`src/pscc_defines.svh`:
```
// offsets, field positions, reset values and timing figures of the supply control block
`ifndef PSCC_DEFINES_SVH
`define PSCC_DEFINES_SVH

// ******************************************************
// register map
// ******************************************************
`define PSCC_IDX_CONTROL      8'h2D
`define PSCC_ADDR_CONTROL     {2'h0, `PSCC_IDX_CONTROL, 2'h0}
`define PSCC_ADDR_W           12

// ******************************************************
// control register fields
// ******************************************************
`define PSCC_BIT_LED_POL      7
`define PSCC_BIT_LAST_ON      6
`define PSCC_BIT_ON_POL       5
`define PSCC_BIT_CROW_HI      4
`define PSCC_BIT_CROW_LO      3
`define PSCC_BIT_RESUME       2
`define PSCC_BIT_PS_OFF       1
`define PSCC_BIT_BTN_MODE     0

// ******************************************************
// reset values
// ******************************************************
`define PSCC_RST_LED_POL      1'h0
`define PSCC_RST_LAST_ON      1'h0
`define PSCC_RST_ON_POL       1'h0
`define PSCC_RST_CROWBAR      2'h3
`define PSCC_RST_RESUME       1'h0
`define PSCC_RST_BTN_MODE     1'h0
`define PSCC_BTN_LEGACY       1'h0

// ******************************************************
// timing
// ******************************************************
`define PSCC_CLK_NS           5
`define PSCC_TICK_NS          1000000
`define PSCC_CROWBAR_MS_0     12'd600
`define PSCC_CROWBAR_MS_1     12'd1100
`define PSCC_CROWBAR_MS_2     12'd1600
`define PSCC_CROWBAR_MS_3     12'd2100

`endif

```
`src/pscc_pkg.sv`:
```
// types shared by the supply control block
`default_nettype none
package pscc_pkg;

   // ******************************************************
   // supply state, one-hot
   // ******************************************************
   typedef enum logic [2:0] {
      PSCC_UNPOWERED = 3'b001,
      PSCC_OFF       = 3'b010,
      PSCC_ON        = 3'b100
   } pscc_state_type;

   typedef logic [1:0] pscc_crowbar_code_type;

endpackage : pscc_pkg
`default_nettype wire

```
`src/pscc_top.sv`:
```
// supply-on control, led polarity and battery-backed control register behind apb
//
// The APB register port was decided locally.
`timescale 1ns/1ps
`default_nettype none
`include "pscc_defines.svh"

module pscc_top #(
   parameter int tick_cycles = `PSCC_TICK_NS / `PSCC_CLK_NS
) (
   input  wire logic                     pclk,
   input  wire logic                     presetn,
   input  wire logic                     psel,
   input  wire logic                     penable,
   input  wire logic                     pwrite,
   input  wire logic [`PSCC_ADDR_W-1:0]  paddr,
   input  wire logic [31:0]              pwdata,
   input  wire logic [3:0]               pstrb,
   output logic [31:0]                   prdata,
   output logic                          pready,
   output logic                          pslverr,
   input  wire logic                     standby_supply,
   input  wire logic                     sleep_s3_input,
   input  wire logic                     supply_on_polarity_strap,
   input  wire logic                     supply_power_good,
   input  wire logic [1:0]               led_lit,
   output logic                          supply_on_output,
   output logic [1:0]                    led_out
);

   // ******************************************************
   // pin synchronisers
   // ******************************************************
   logic [3:0] sync_a;
   logic [3:0] sync_b;
   logic       stby_d;
   logic       sleep_d;

   // every pin here is asynchronous to pclk; only sync_b reads sync_a
   always_ff @(posedge pclk or negedge presetn) begin
      if (!presetn) begin
         sync_a <= 4'h0;
         sync_b <= 4'h0;
      end else begin
         sync_a <= {supply_power_good, supply_on_polarity_strap,
                    sleep_s3_input, standby_supply};
         sync_b <= sync_a;
      end
   end

   wire logic stby_s   = sync_b[0];
   wire logic sleep_s  = sync_b[1];
   wire logic strap_s  = sync_b[2];
   wire logic pgood_s  = sync_b[3];

   always_ff @(posedge pclk or negedge presetn) begin
      if (!presetn) begin
         stby_d  <= 1'b0;
         sleep_d <= 1'b0;
      end else begin
         stby_d  <= stby_s;
         sleep_d <= sleep_s;
      end
   end

   // detectors reset low like an idle unpowered pin, so no false edge follows reset
   wire logic stby_rise  = stby_s & ~stby_d;
   wire logic stby_fall  = ~stby_s & stby_d;
   wire logic sleep_edge = sleep_s ^ sleep_d;

   // ******************************************************
   // apb slave
   // ******************************************************
   logic       led_pol;
   logic       last_on;
   logic       on_pol;
   logic [1:0] crowbar;
   logic       resume;
   logic       btn_mode;

   // lane 0 carries the whole byte-wide register; the other lanes are ignored
   wire logic hit      = (paddr == `PSCC_ADDR_CONTROL);
   wire logic access   = psel & penable & ~pready;
   wire logic complete = psel & penable & pready;
   wire logic wr_en    = complete & pwrite & hit & ~pslverr & pstrb[0];
   wire logic legacy   = (btn_mode == `PSCC_BTN_LEGACY);

   logic [7:0] read_value;

   always_comb begin
      read_value = 8'h0;
      read_value[`PSCC_BIT_LED_POL] = led_pol;
      // last state shown in legacy mode
      read_value[`PSCC_BIT_LAST_ON] = legacy & last_on;
      read_value[`PSCC_BIT_ON_POL]  = on_pol;
      read_value[`PSCC_BIT_CROW_HI:`PSCC_BIT_CROW_LO] = crowbar;
      read_value[`PSCC_BIT_RESUME]  = resume;
      read_value[`PSCC_BIT_PS_OFF]  = 1'b0;
      read_value[`PSCC_BIT_BTN_MODE] = btn_mode;
   end

   // one wait state: pready rises the cycle after the access phase opens
   always_ff @(posedge pclk or negedge presetn) begin
      if (!presetn) begin
         pready <= 1'b0;
      end else begin
         pready <= access;
      end
   end

   // unmapped offsets answer with an error and change nothing
   always_ff @(posedge pclk or negedge presetn) begin
      if (!presetn) begin
         pslverr <= 1'b0;
      end else begin
         pslverr <= access & ~hit;
      end
   end

   // read data stands only in the answer cycle, zero otherwise
   always_ff @(posedge pclk or negedge presetn) begin
      if (!presetn) begin
         prdata <= 32'h0;
      end else if (access && hit && !pwrite) begin
         prdata <= {24'h0, read_value};
      end else begin
         prdata <= 32'h0;
      end
   end

   // ******************************************************
   // battery-backed fields
   // ******************************************************
   // only the battery reset sets these, to code 3
   always_ff @(posedge pclk or negedge presetn) begin
      if (!presetn) begin
         crowbar <= `PSCC_RST_CROWBAR;
      end else if (wr_en) begin
         crowbar <= pwdata[`PSCC_BIT_CROW_HI:`PSCC_BIT_CROW_LO];
      end
   end

   // resume select written by software, kept on the battery too
   always_ff @(posedge pclk or negedge presetn) begin
      if (!presetn) begin
         resume <= `PSCC_RST_RESUME;
      end else if (wr_en) begin
         resume <= pwdata[`PSCC_BIT_RESUME];
      end
   end

   // standby power-up wins over a write in the same cycle
   // led polarity cleared at standby power-up
   always_ff @(posedge pclk or negedge presetn) begin
      if (!presetn) begin
         led_pol <= `PSCC_RST_LED_POL;
      end else if (stby_rise) begin
         led_pol <= `PSCC_RST_LED_POL;
      end else if (wr_en) begin
         led_pol <= pwdata[`PSCC_BIT_LED_POL];
      end
   end

   always_ff @(posedge pclk or negedge presetn) begin
      if (!presetn) begin
         btn_mode <= `PSCC_RST_BTN_MODE;
      end else if (stby_rise) begin
         btn_mode <= `PSCC_RST_BTN_MODE;
      end else if (wr_en) begin
         btn_mode <= pwdata[`PSCC_BIT_BTN_MODE];
      end
   end

   always_ff @(posedge pclk or negedge presetn) begin
      if (!presetn) begin
         on_pol <= `PSCC_RST_ON_POL;
      end else if (stby_rise) begin
         on_pol <= strap_s;
      end
   end

   // ******************************************************
   // supply state
   // ******************************************************
   pscc_pkg::pscc_state_type state;
   pscc_pkg::pscc_state_type next_state;
   logic                     crowbar_trip;

   wire logic is_on = (state == pscc_pkg::PSCC_ON);

   // on state caught as standby disappears
   // taken from the internal state, so bit 6 does not depend on pin polarity
   always_ff @(posedge pclk or negedge presetn) begin
      if (!presetn) begin
         last_on <= `PSCC_RST_LAST_ON;
      end else if (stby_fall) begin
         last_on <= is_on;
      end
   end

   always_comb begin
      next_state = state;
      case (state)
         pscc_pkg::PSCC_UNPOWERED: begin
            // restore or follow sleep at power return
            if (stby_rise) begin
               if (resume ? last_on : sleep_s) begin
                  next_state = pscc_pkg::PSCC_ON;
               end else begin
                  next_state = pscc_pkg::PSCC_OFF;
               end
            end
         end
         pscc_pkg::PSCC_OFF: begin
            if (stby_fall) begin
               next_state = pscc_pkg::PSCC_UNPOWERED;
            end else if (sleep_edge && sleep_s) begin
               // only a fresh rising edge switches on, so a supply cut by the
               // crowbar is not retried while the sleep input stays high
               // follow sleep input
               next_state = pscc_pkg::PSCC_ON;
            end
         end
         pscc_pkg::PSCC_ON: begin
            // standby loss outranks all; the crowbar outranks software
            if (stby_fall) begin
               next_state = pscc_pkg::PSCC_UNPOWERED;
            end else if (crowbar_trip) begin
               next_state = pscc_pkg::PSCC_OFF;
            end else if (wr_en && legacy && pwdata[`PSCC_BIT_PS_OFF]) begin
               next_state = pscc_pkg::PSCC_OFF;
            end else if (sleep_edge && !sleep_s) begin
               next_state = pscc_pkg::PSCC_OFF;
            end
         end
         default: begin
            next_state = pscc_pkg::PSCC_UNPOWERED;
         end
      endcase
   end

   always_ff @(posedge pclk or negedge presetn) begin
      if (!presetn) begin
         state <= pscc_pkg::PSCC_UNPOWERED;
      end else begin
         state <= next_state;
      end
   end

   // ******************************************************
   // crowbar timer
   // ******************************************************
   // supply must report good before the timeout or it is switched off
   // the count restarts whenever power-good returns or the supply goes off
   pscc_crowbar #(
      .tick_cycles (tick_cycles)
   ) u_crowbar (
      .pclk    (pclk),
      .presetn (presetn),
      .run     (is_on & ~pgood_s),
      .code    (crowbar),
      .trip    (crowbar_trip)
   );

   // ******************************************************
   // output pins
   // ******************************************************
   // one helper turns a lit or on request into the pin level
   function automatic logic pscc_drive_level(input logic active, input logic active_low);
      pscc_drive_level = active ^ active_low;
   endfunction : pscc_drive_level

   // on state through polarity, 1 means active high
   always_ff @(posedge pclk or negedge presetn) begin
      if (!presetn) begin
         // polarity resets to active low, so the inactive level is high
         supply_on_output <= 1'b1;
      end else begin
         supply_on_output <= pscc_drive_level(is_on, ~on_pol);
      end
   end

   always_ff @(posedge pclk or negedge presetn) begin
      if (!presetn) begin
         led_out <= 2'h0;
      end else begin
         led_out <= {pscc_drive_level(led_lit[1], led_pol),
                     pscc_drive_level(led_lit[0], led_pol)};
      end
   end

endmodule : pscc_top
`default_nettype wire

```
`src/pscc_crowbar.sv`:
```
// crowbar timer: millisecond divider and timeout counter
`timescale 1ns/1ps
`default_nettype none
`include "pscc_defines.svh"

module pscc_crowbar #(
   parameter int tick_cycles = `PSCC_TICK_NS / `PSCC_CLK_NS
) (
   input  wire logic                           pclk,
   input  wire logic                           presetn,
   input  wire logic                           run,
   input  wire pscc_pkg::pscc_crowbar_code_type code,
   output logic                                trip
);

   logic [31:0] prescale;
   logic        tick;
   logic [11:0] ms_count;

   // typical figures sit mid-range, so neighbouring settings stay apart
   function automatic logic [11:0] pscc_limit(input pscc_pkg::pscc_crowbar_code_type c);
      case (c)
         2'h0:    pscc_limit = `PSCC_CROWBAR_MS_0;
         2'h1:    pscc_limit = `PSCC_CROWBAR_MS_1;
         2'h2:    pscc_limit = `PSCC_CROWBAR_MS_2;
         default: pscc_limit = `PSCC_CROWBAR_MS_3;
      endcase
   endfunction : pscc_limit

   // ******************************************************
   // millisecond enable
   // ******************************************************
   always_ff @(posedge pclk or negedge presetn) begin
      if (!presetn) begin
         prescale <= 32'h0;
         tick     <= 1'b0;
      end else if (!run) begin
         prescale <= 32'h0;
         tick     <= 1'b0;
      end else if (prescale == 32'(tick_cycles - 1)) begin
         prescale <= 32'h0;
         tick     <= 1'b1;
      end else begin
         prescale <= prescale + 32'h1;
         tick     <= 1'b0;
      end
   end

   // ******************************************************
   // timeout count
   // ******************************************************
   // timeout per code
   always_ff @(posedge pclk or negedge presetn) begin
      if (!presetn) begin
         ms_count <= 12'h0;
         trip     <= 1'b0;
      end else if (!run) begin
         ms_count <= 12'h0;
         trip     <= 1'b0;
      end else if (tick && (ms_count == pscc_limit(code) - 12'h1)) begin
         ms_count <= 12'h0;
         trip     <= 1'b1;
      end else begin
         ms_count <= ms_count + {11'h0, tick};
         trip     <= 1'b0;
      end
   end

endmodule : pscc_crowbar
`default_nettype wire

```
`config.mk`:
```
export PLATFORM = sky130hd
export DESIGN_NAME = pscc_top
export DESIGN_NICKNAME = d
export VERILOG_FILES = /design/src/pscc_pkg.sv /design/src/pscc_top.sv /design/src/pscc_crowbar.sv
export VERILOG_INCLUDE_DIRS = /design/src
export SDC_FILE = /design/constraint.sdc
export NUM_CORES = 1
export LEC_CHECK = 0
export BUFFER_PORTS_ARGS = -buffer_cell sky130_fd_sc_hd__buf_2
export CAP_MARGIN = 5
export CELL_PAD_IN_SITES_DETAIL_PLACEMENT = 2
export CELL_PAD_IN_SITES_GLOBAL_PLACEMENT = 2
export CORE_MARGIN = 2
export CORE_UTILIZATION = 33
export CTS_CLUSTER_DIAMETER = 60
export DETAILED_ROUTE_END_ITERATION = 10
export PLACE_DENSITY_LB_ADDON = 0.1
export SYNTH_ARGS = -nofsm -noshare
export SYNTH_HDL_FRONTEND = slang
export SYNTH_HIERARCHICAL = 1
export SYNTH_SLANG_ARGS = --single-unit
export TNS_END_PERCENT = 30
```
`constraint.sdc`:
```
create_clock -name pclk -period 2.56 [get_ports pclk]
set_input_delay 0.384 -clock pclk [delete_from_list [all_inputs] [get_ports pclk]]
set_output_delay 0.384 -clock pclk [all_outputs]
set_load 0.01 [all_outputs]
```
Word-level counts from Yosys, hierarchy flattened
Cells that the tools add are included.

Register bits: 103. Input port bits: 59.

Muxes and demuxes: 25. Bitwise operators: 24. $add $sub $neg: 3. Eq/ne operators: 11. Reductions and logical operators: 12.

Operators by type and width (number): two-way mux 32 bit (2); two-way mux 12 bit (3); one-hot mux 12 bit (3 select lines) (1); adder 32 x 1 -> 32 bit (second input constant) (1); equality test 32 x 18 -> 1 bit (second input constant) (1); two-way mux 3 bit (8); adder 12 x 1 -> 12 bit (1); bitwise AND 1 bit (12); equality test 12 bit (1); equality test 12 x 8 -> 1 bit (second input constant) (1); subtractor 12 x 1 -> 12 bit (second input constant) (1); two-way mux 1 bit (9); one-hot mux 3 bit (3 select lines) (1); two-way mux 8 bit (1); NOT 1 bit (8); logical AND 1 bit (7); inequality test 5 x 2 -> 1 bit (second input constant) (1); bitwise XOR 1 bit (4); equality test 3 x 1 -> 1 bit (second input constant) (1); equality test 3 x 2 -> 1 bit (second input constant) (1); equality test 3 bit (second input constant) (1); inequality test 3 bit (second input constant) (1); AND reduction 3 bit (1); equality test 2 x 1 -> 1 bit (second input constant) (1); 5 further kinds (6).

Logic depth before layout (Yosys ltp)
Depth after elaboration: 12. Gate-level depth with buffers: 7.

Modules after synthesis
The synthesis kept the hierarchy.

Modules (own cells, without submodules): pscc_crowbar (seq. area each 1151.1 µm², times used 1, area each 2572.5 µm², cells an instance 272); pscc_top (seq. area each 805.8 µm², times used 1, area each 1422.6 µm², cells an instance 116).

Least setup slack after synthesis
OpenSTA, ideal clock, no wires.

Path kind: flip-flop to flip-flop. Start point: reg crowbar[0]. End point: reg u_crowbar.ms_count[10]. Period minus slack after synthesis: 2.171 ns. Required time: 2.424 ns. Slack: 0.389 ns. Cell stages (with the launch flop): 7. Arrival time: 2.035 ns. Buffers on the path: 1. Path through: dfstp_2 -> ha_1 -> xor2_1 -> or3_1 -> a2111oi_2 -> clkbuf_1 -> nor3_1.

Cells in the longest elaborated chain, start to end: 8. Elaborated cells on any way between the ends: 10. Those cells by class: add/sub (1); eq/ne (3); mux (4); reduce/logical (2).

Ends and longest elaborated chain: start, declared (line pscc_top.sv:77) `logic [1:0] crowbar;`; start signal, assigned (line pscc_top.sv:137) `` crowbar <= `PSCC_RST_CROWBAR; ``; start signal, assigned (line pscc_top.sv:139) `` crowbar <= pwdata[`PSCC_BIT_CROW_HI:`PSCC_BIT_CROW_LO]; ``; equality test 2 bit, or another cell as far along (line pscc_crowbar.sv:22) `case (c)`; one-hot mux 12 bit (3 select lines) * (line pscc_crowbar.sv:22); two-way mux 12 bit * (line pscc_crowbar.sv:57) `end else if (!run) begin`; subtractor 12 x 1 -> 12 bit * (line pscc_crowbar.sv:60) `end else if (tick && (ms_count == pscc_limit(code) - 12'h1)) begin`; equality test 12 bit * (line pscc_crowbar.sv:60); logical AND 1 bit * (line pscc_crowbar.sv:60); two-way mux 12 bit * (line pscc_crowbar.sv:60); two-way mux 12 bit * (line pscc_crowbar.sv:57); end signal, assigned (line pscc_crowbar.sv:64) `ms_count <= ms_count + {11'h0, tick};`; end, declared (line pscc_crowbar.sv:18) `logic [11:0] ms_count;`.

Mark *: on every way between the ends. The rest lies on a longest branch, timed or not. The select of a mux whose other input is x is not followed. A chain may end at the register's enable or synchronous reset.

Worst setup path in the final report
Start point: reg u_crowbar.prescale[0]. End point: reg u_crowbar.prescale[30].

Cells in the longest elaborated chain, start to end: 3. Elaborated cells on any way between the ends: 4. Those cells by class: add/sub (1); eq/ne (1); mux (2).

Ends and longest elaborated chain: start, declared (line pscc_crowbar.sv:16) `logic [31:0] prescale;`; start signal, assigned (line pscc_crowbar.sv:44) `prescale <= prescale + 32'h1;`; adder 32 x 1 -> 32 bit or equality test 32 x 18 -> 1 bit (tied branches) (line pscc_crowbar.sv:44, pscc_crowbar.sv:40); two-way mux 32 bit * (line pscc_crowbar.sv:40) `end else if (prescale == 32'(tick_cycles - 1)) begin`; two-way mux 32 bit * (line pscc_crowbar.sv:37) `end else if (!run) begin`.

Mark *: on every way between the ends. The rest lies on a longest branch, timed or not.

==> reports/results.ini <==
[synthesis]
syn_area_per_cell_um2 = 10.3
async_reset_ff_share_pct = 100
synthDominantAreaCellType = sky130_fd_sc_hd__dfrtp_1
post-synth-top-area-fraction_pct = 46.4
syn_warnings = 6
synth_area_um2 = 4000
synthTopCellsByCount = 74 x sky130_fd_sc_hd__dfrtp_1, 25 x sky130_fd_sc_hd__buf_4, 25 x sky130_fd_sc_hd__nand2_1
yosys-top-cells-area = sky130_fd_sc_hd__dfrtp_1 46%, sky130_fd_sc_hd__buf_4 4.7%, sky130_fd_sc_hd__xnor2_1 3.5%, sky130_fd_sc_hd__or4_1 3.2%, sky130_fd_sc_hd__o31ai_1 2.8%
yosys.cell_count.top_type = sky130_fd_sc_hd__dfrtp_1
synth_sequential_area_ratio_pct = 49.0
ys_types = 48
synth_seq_cells = 78
count_of_flip_flops_with_a_built_in_enable_after_synthesis = 0
yosys_most_used_dff = sky130_fd_sc_hd__dfrtp_1
synthesized_instance_count = 388

[drt]
route.final.wire_length_um = 9960
drt_first_pass_iters = 5
remaining_drc_errors = 0
wl_met2_um = 4780
met1Wirelength_um = 4780
antenna_violating_nets_post_route = 0
top_layer = met4
drt_iter0_drc = 81
met3_wirelength_um = 281
drt-vias-per-instance = 5.21
route.vias.total = 3068
routedWlPerCell_um = 16.9

[clock_network]
ctsLongestPathBuffers = 2
clock_sink_count = 78
cts_buffers = 9
cts.repair.resized = 0
tritoncts = built
path_clk_slew_ps = 60
clk_root_buffer_cell = sky130_fd_sc_hd__clkbuf_16
number_of_buffers_inserted_by_post_cts_setup_repair = 0
cts.hold.buffers_added = 0
insertion_delay_ps = 350
cts_htree_levels = 3

[timing]
timing.max_slew.rel_slack_pct = 60.3
max_freq_mhz = 458
setup_repair_after_global_routing_missed_its_margin = false
number_of_slew_limit_violations_in_the_final_report = 0
fin_hold_ws_ps = 38.3
setup_tns_ps = 0
fin_skew_ps = 5.97
final_hold_fails = 0
least_margin_pin_slew_ps = 595
final-setup-viol-count = 0
post-route-min-period_ps = 2180
min_period_over_period_pct = 85.3

[placed_design]
hpwlAfterDp_um = 7140
port_buffers = 41
routabilityCongestion = 0.711

[final_layout]
finalNetCount = 504
drive_gt1_share_pct = 18.8
multi_input_combinational_cell_area_um2 = 1850
flow.area_growth_from_synthesis_pct = 16.7
area.sequential_um2 = 1960
insertedDiodeCount = 0
fill_cell_instance_count_of_the_final_layout = 1320

[worst_setup_path]
cp_slowest_cell = sky130_fd_sc_hd__or4_4
r2r_slack_ps = 380
cpPeakStageDelay_ps = 640
cp_data_required_time_ps = 2830
worstPathArrival_ps = 2460
crit_type = register to register
critical_path.startpoint_type = register
path_max_fanout = 12
r2r_cells = 5
endpoint_kind = register
worst_r2r_endpoint = u_crowbar/prescale[30]
rr_startpoint = u_crowbar/prescale[0]
crit_path_cell_trace = ha_1 -> nand4_2 -> or4_4 -> or4_1 -> a21oi_1

[floorplanning]
core_region_area_um2 = 11900
chipWidth_um = 114
die_h_um = 114
design.die.area_um2 = 13000
floorplan.io_pins = 96
effective_utilization_at_floorplan_pct = 33.5
placement_rows = 40

[power_and_ir_drop]
ir_worst_vdd_mv = 0.445
cellPowerDensity_nw_per_um2 = 604
leak_nw = 1.94

[global_route]
grt_max_degree = 46
grt_pass1_vias = 3354
global_route.usage.total_pct = 16.9
grt_first_pass_wirelength_um = 17100
grt_remaining_overflow = 0
number_of_antenna_violations_at_the_first_check_in_global_routing = 0

[status]
result_of_the_run = finished, final reports clean

[flow_run]
maxCapViolations = 0

[worst_hold_path]
worst_hold_path_type = input pin to asynchronous set/reset pin

[sequential cells by signal, summed over array words and instances (netlist names)]
register and flops:
resume 1, led_pol 1, sleep_d 1, sync_a 4, led_out 2, pready 1, state 3, sync_b 4
pslverr 1, u_crowbar/trip 1, u_crowbar/ms_count 12, on_pol 1, last_on 1, prdata 7, crowbar 2, stby_d 1
u_crowbar/prescale 32, btn_mode 1, u_crowbar/tick 1, supply_on_output 1
[worst max-delay path: cells and delay by family (launching register included)]
kind	cells	cell delay (ps)
flip-flops	1	410
AND/OR/NAND/NOR	3	1270
AO/OA/AOI/OAI	1	160
adder cells (fa/ha/maj)	1	270
[area by class of cell]
class	count	share of cell area [%]
multi-input cells	284	39.6
clock buffers	10	5.13
well taps	147	3.95
repair buffers	50	6.17
flip-flops and latches	78	42.0
clock inverters	6	2.04
inverters	14	1.13
[worst max-delay path by stage]
stage / start / to / slack, ps / cells after the start
floorplan: crowbar[0] / u_crowbar/ms_count[10] / 390 / 6
global placement: u_crowbar/prescale[2] / u_crowbar/prescale[27] / 410 / 4
detailed placement: u_crowbar/prescale[2] / u_crowbar/prescale[27] / 370 / 4
CTS: u_crowbar/prescale[2] / u_crowbar/prescale[27] / 340 / 4
global route: u_crowbar/prescale[0] / u_crowbar/prescale[26] / 230 / 5
finish: u_crowbar/prescale[0] / u_crowbar/prescale[30] / 380 / 5
[kinds of logic (layout without fill, tap and decap cells)]
group / Yosys count / in the layout / share of synthesized area [%]
AND/OR/NAND/NOR: 166 / 166 / 24.6
flip-flops: 78 / 78 / 49.0
AO/OA/AOI/OAI: 51 / 51 / 8.36
buffers and inverters: 50 / 80 / 7.42
XOR/XNOR: 27 / 27 / 5.92
adder cells (fa/ha/maj): 8 / 8 / 2.51
multiplexers: 7 / 7 / 2.16
other: 1 / 25 / 0.0939
[routing by layer]
layer	vias up	GRT usage [%]
met1	1566	21.9
met4	0	5.37
li1	1463	-
met5	-	0
met3	8	4.36
met2	31	27.7
[per-stage QoR]
step | power, mW | util [%] | setup WS [ps] | area, um2 | instances
floorplan | 1.37 | - | 389 | 4090 | 412
global placement | 1.41 | 36.3 | 415 | 4330 | 573
detailed placement | 1.41 | 36.3 | 372 | 4330 | 573
CTS | 2.87 | 39.1 | 338 | 4660 | 589
global route | 2.93 | 39.1 | 234 | 4660 | 589
finish | 2.81 | 39.1 | 377 | 4660 | 589
[power breakdown]
group          total (mW)  internal [mW]  switching, mW
logic               0.115         0.0402         0.0748
registers            1.27           1.26         0.0170
clock network        1.42          0.887          0.538
total                2.81           2.18          0.630
[cells in the final DEF, fill, tap and decap left out, drive strengths merged, types with 11 or more instances in the layout]
| master | Yosys | layout |
|---|---|---|
| nor2 | 22 | 22 |
| nand4 | 16 | 16 |
| xnor2 | 16 | 16 |
| nand3 | 13 | 13 |
| or4 | 18 | 18 |
| conb | 1 | 25 |
| inv | 14 | 14 |
| nor4 | 11 | 11 |
| nand2 | 25 | 25 |
| xor2 | 11 | 11 |
| buf | 27 | 50 |
| nor3 | 16 | 16 |
| a21oi | 20 | 20 |
| dfrtp | 74 | 74 |
| o31ai | 15 | 15 |
No activity file was read; power rests on OpenSTA's default activity.
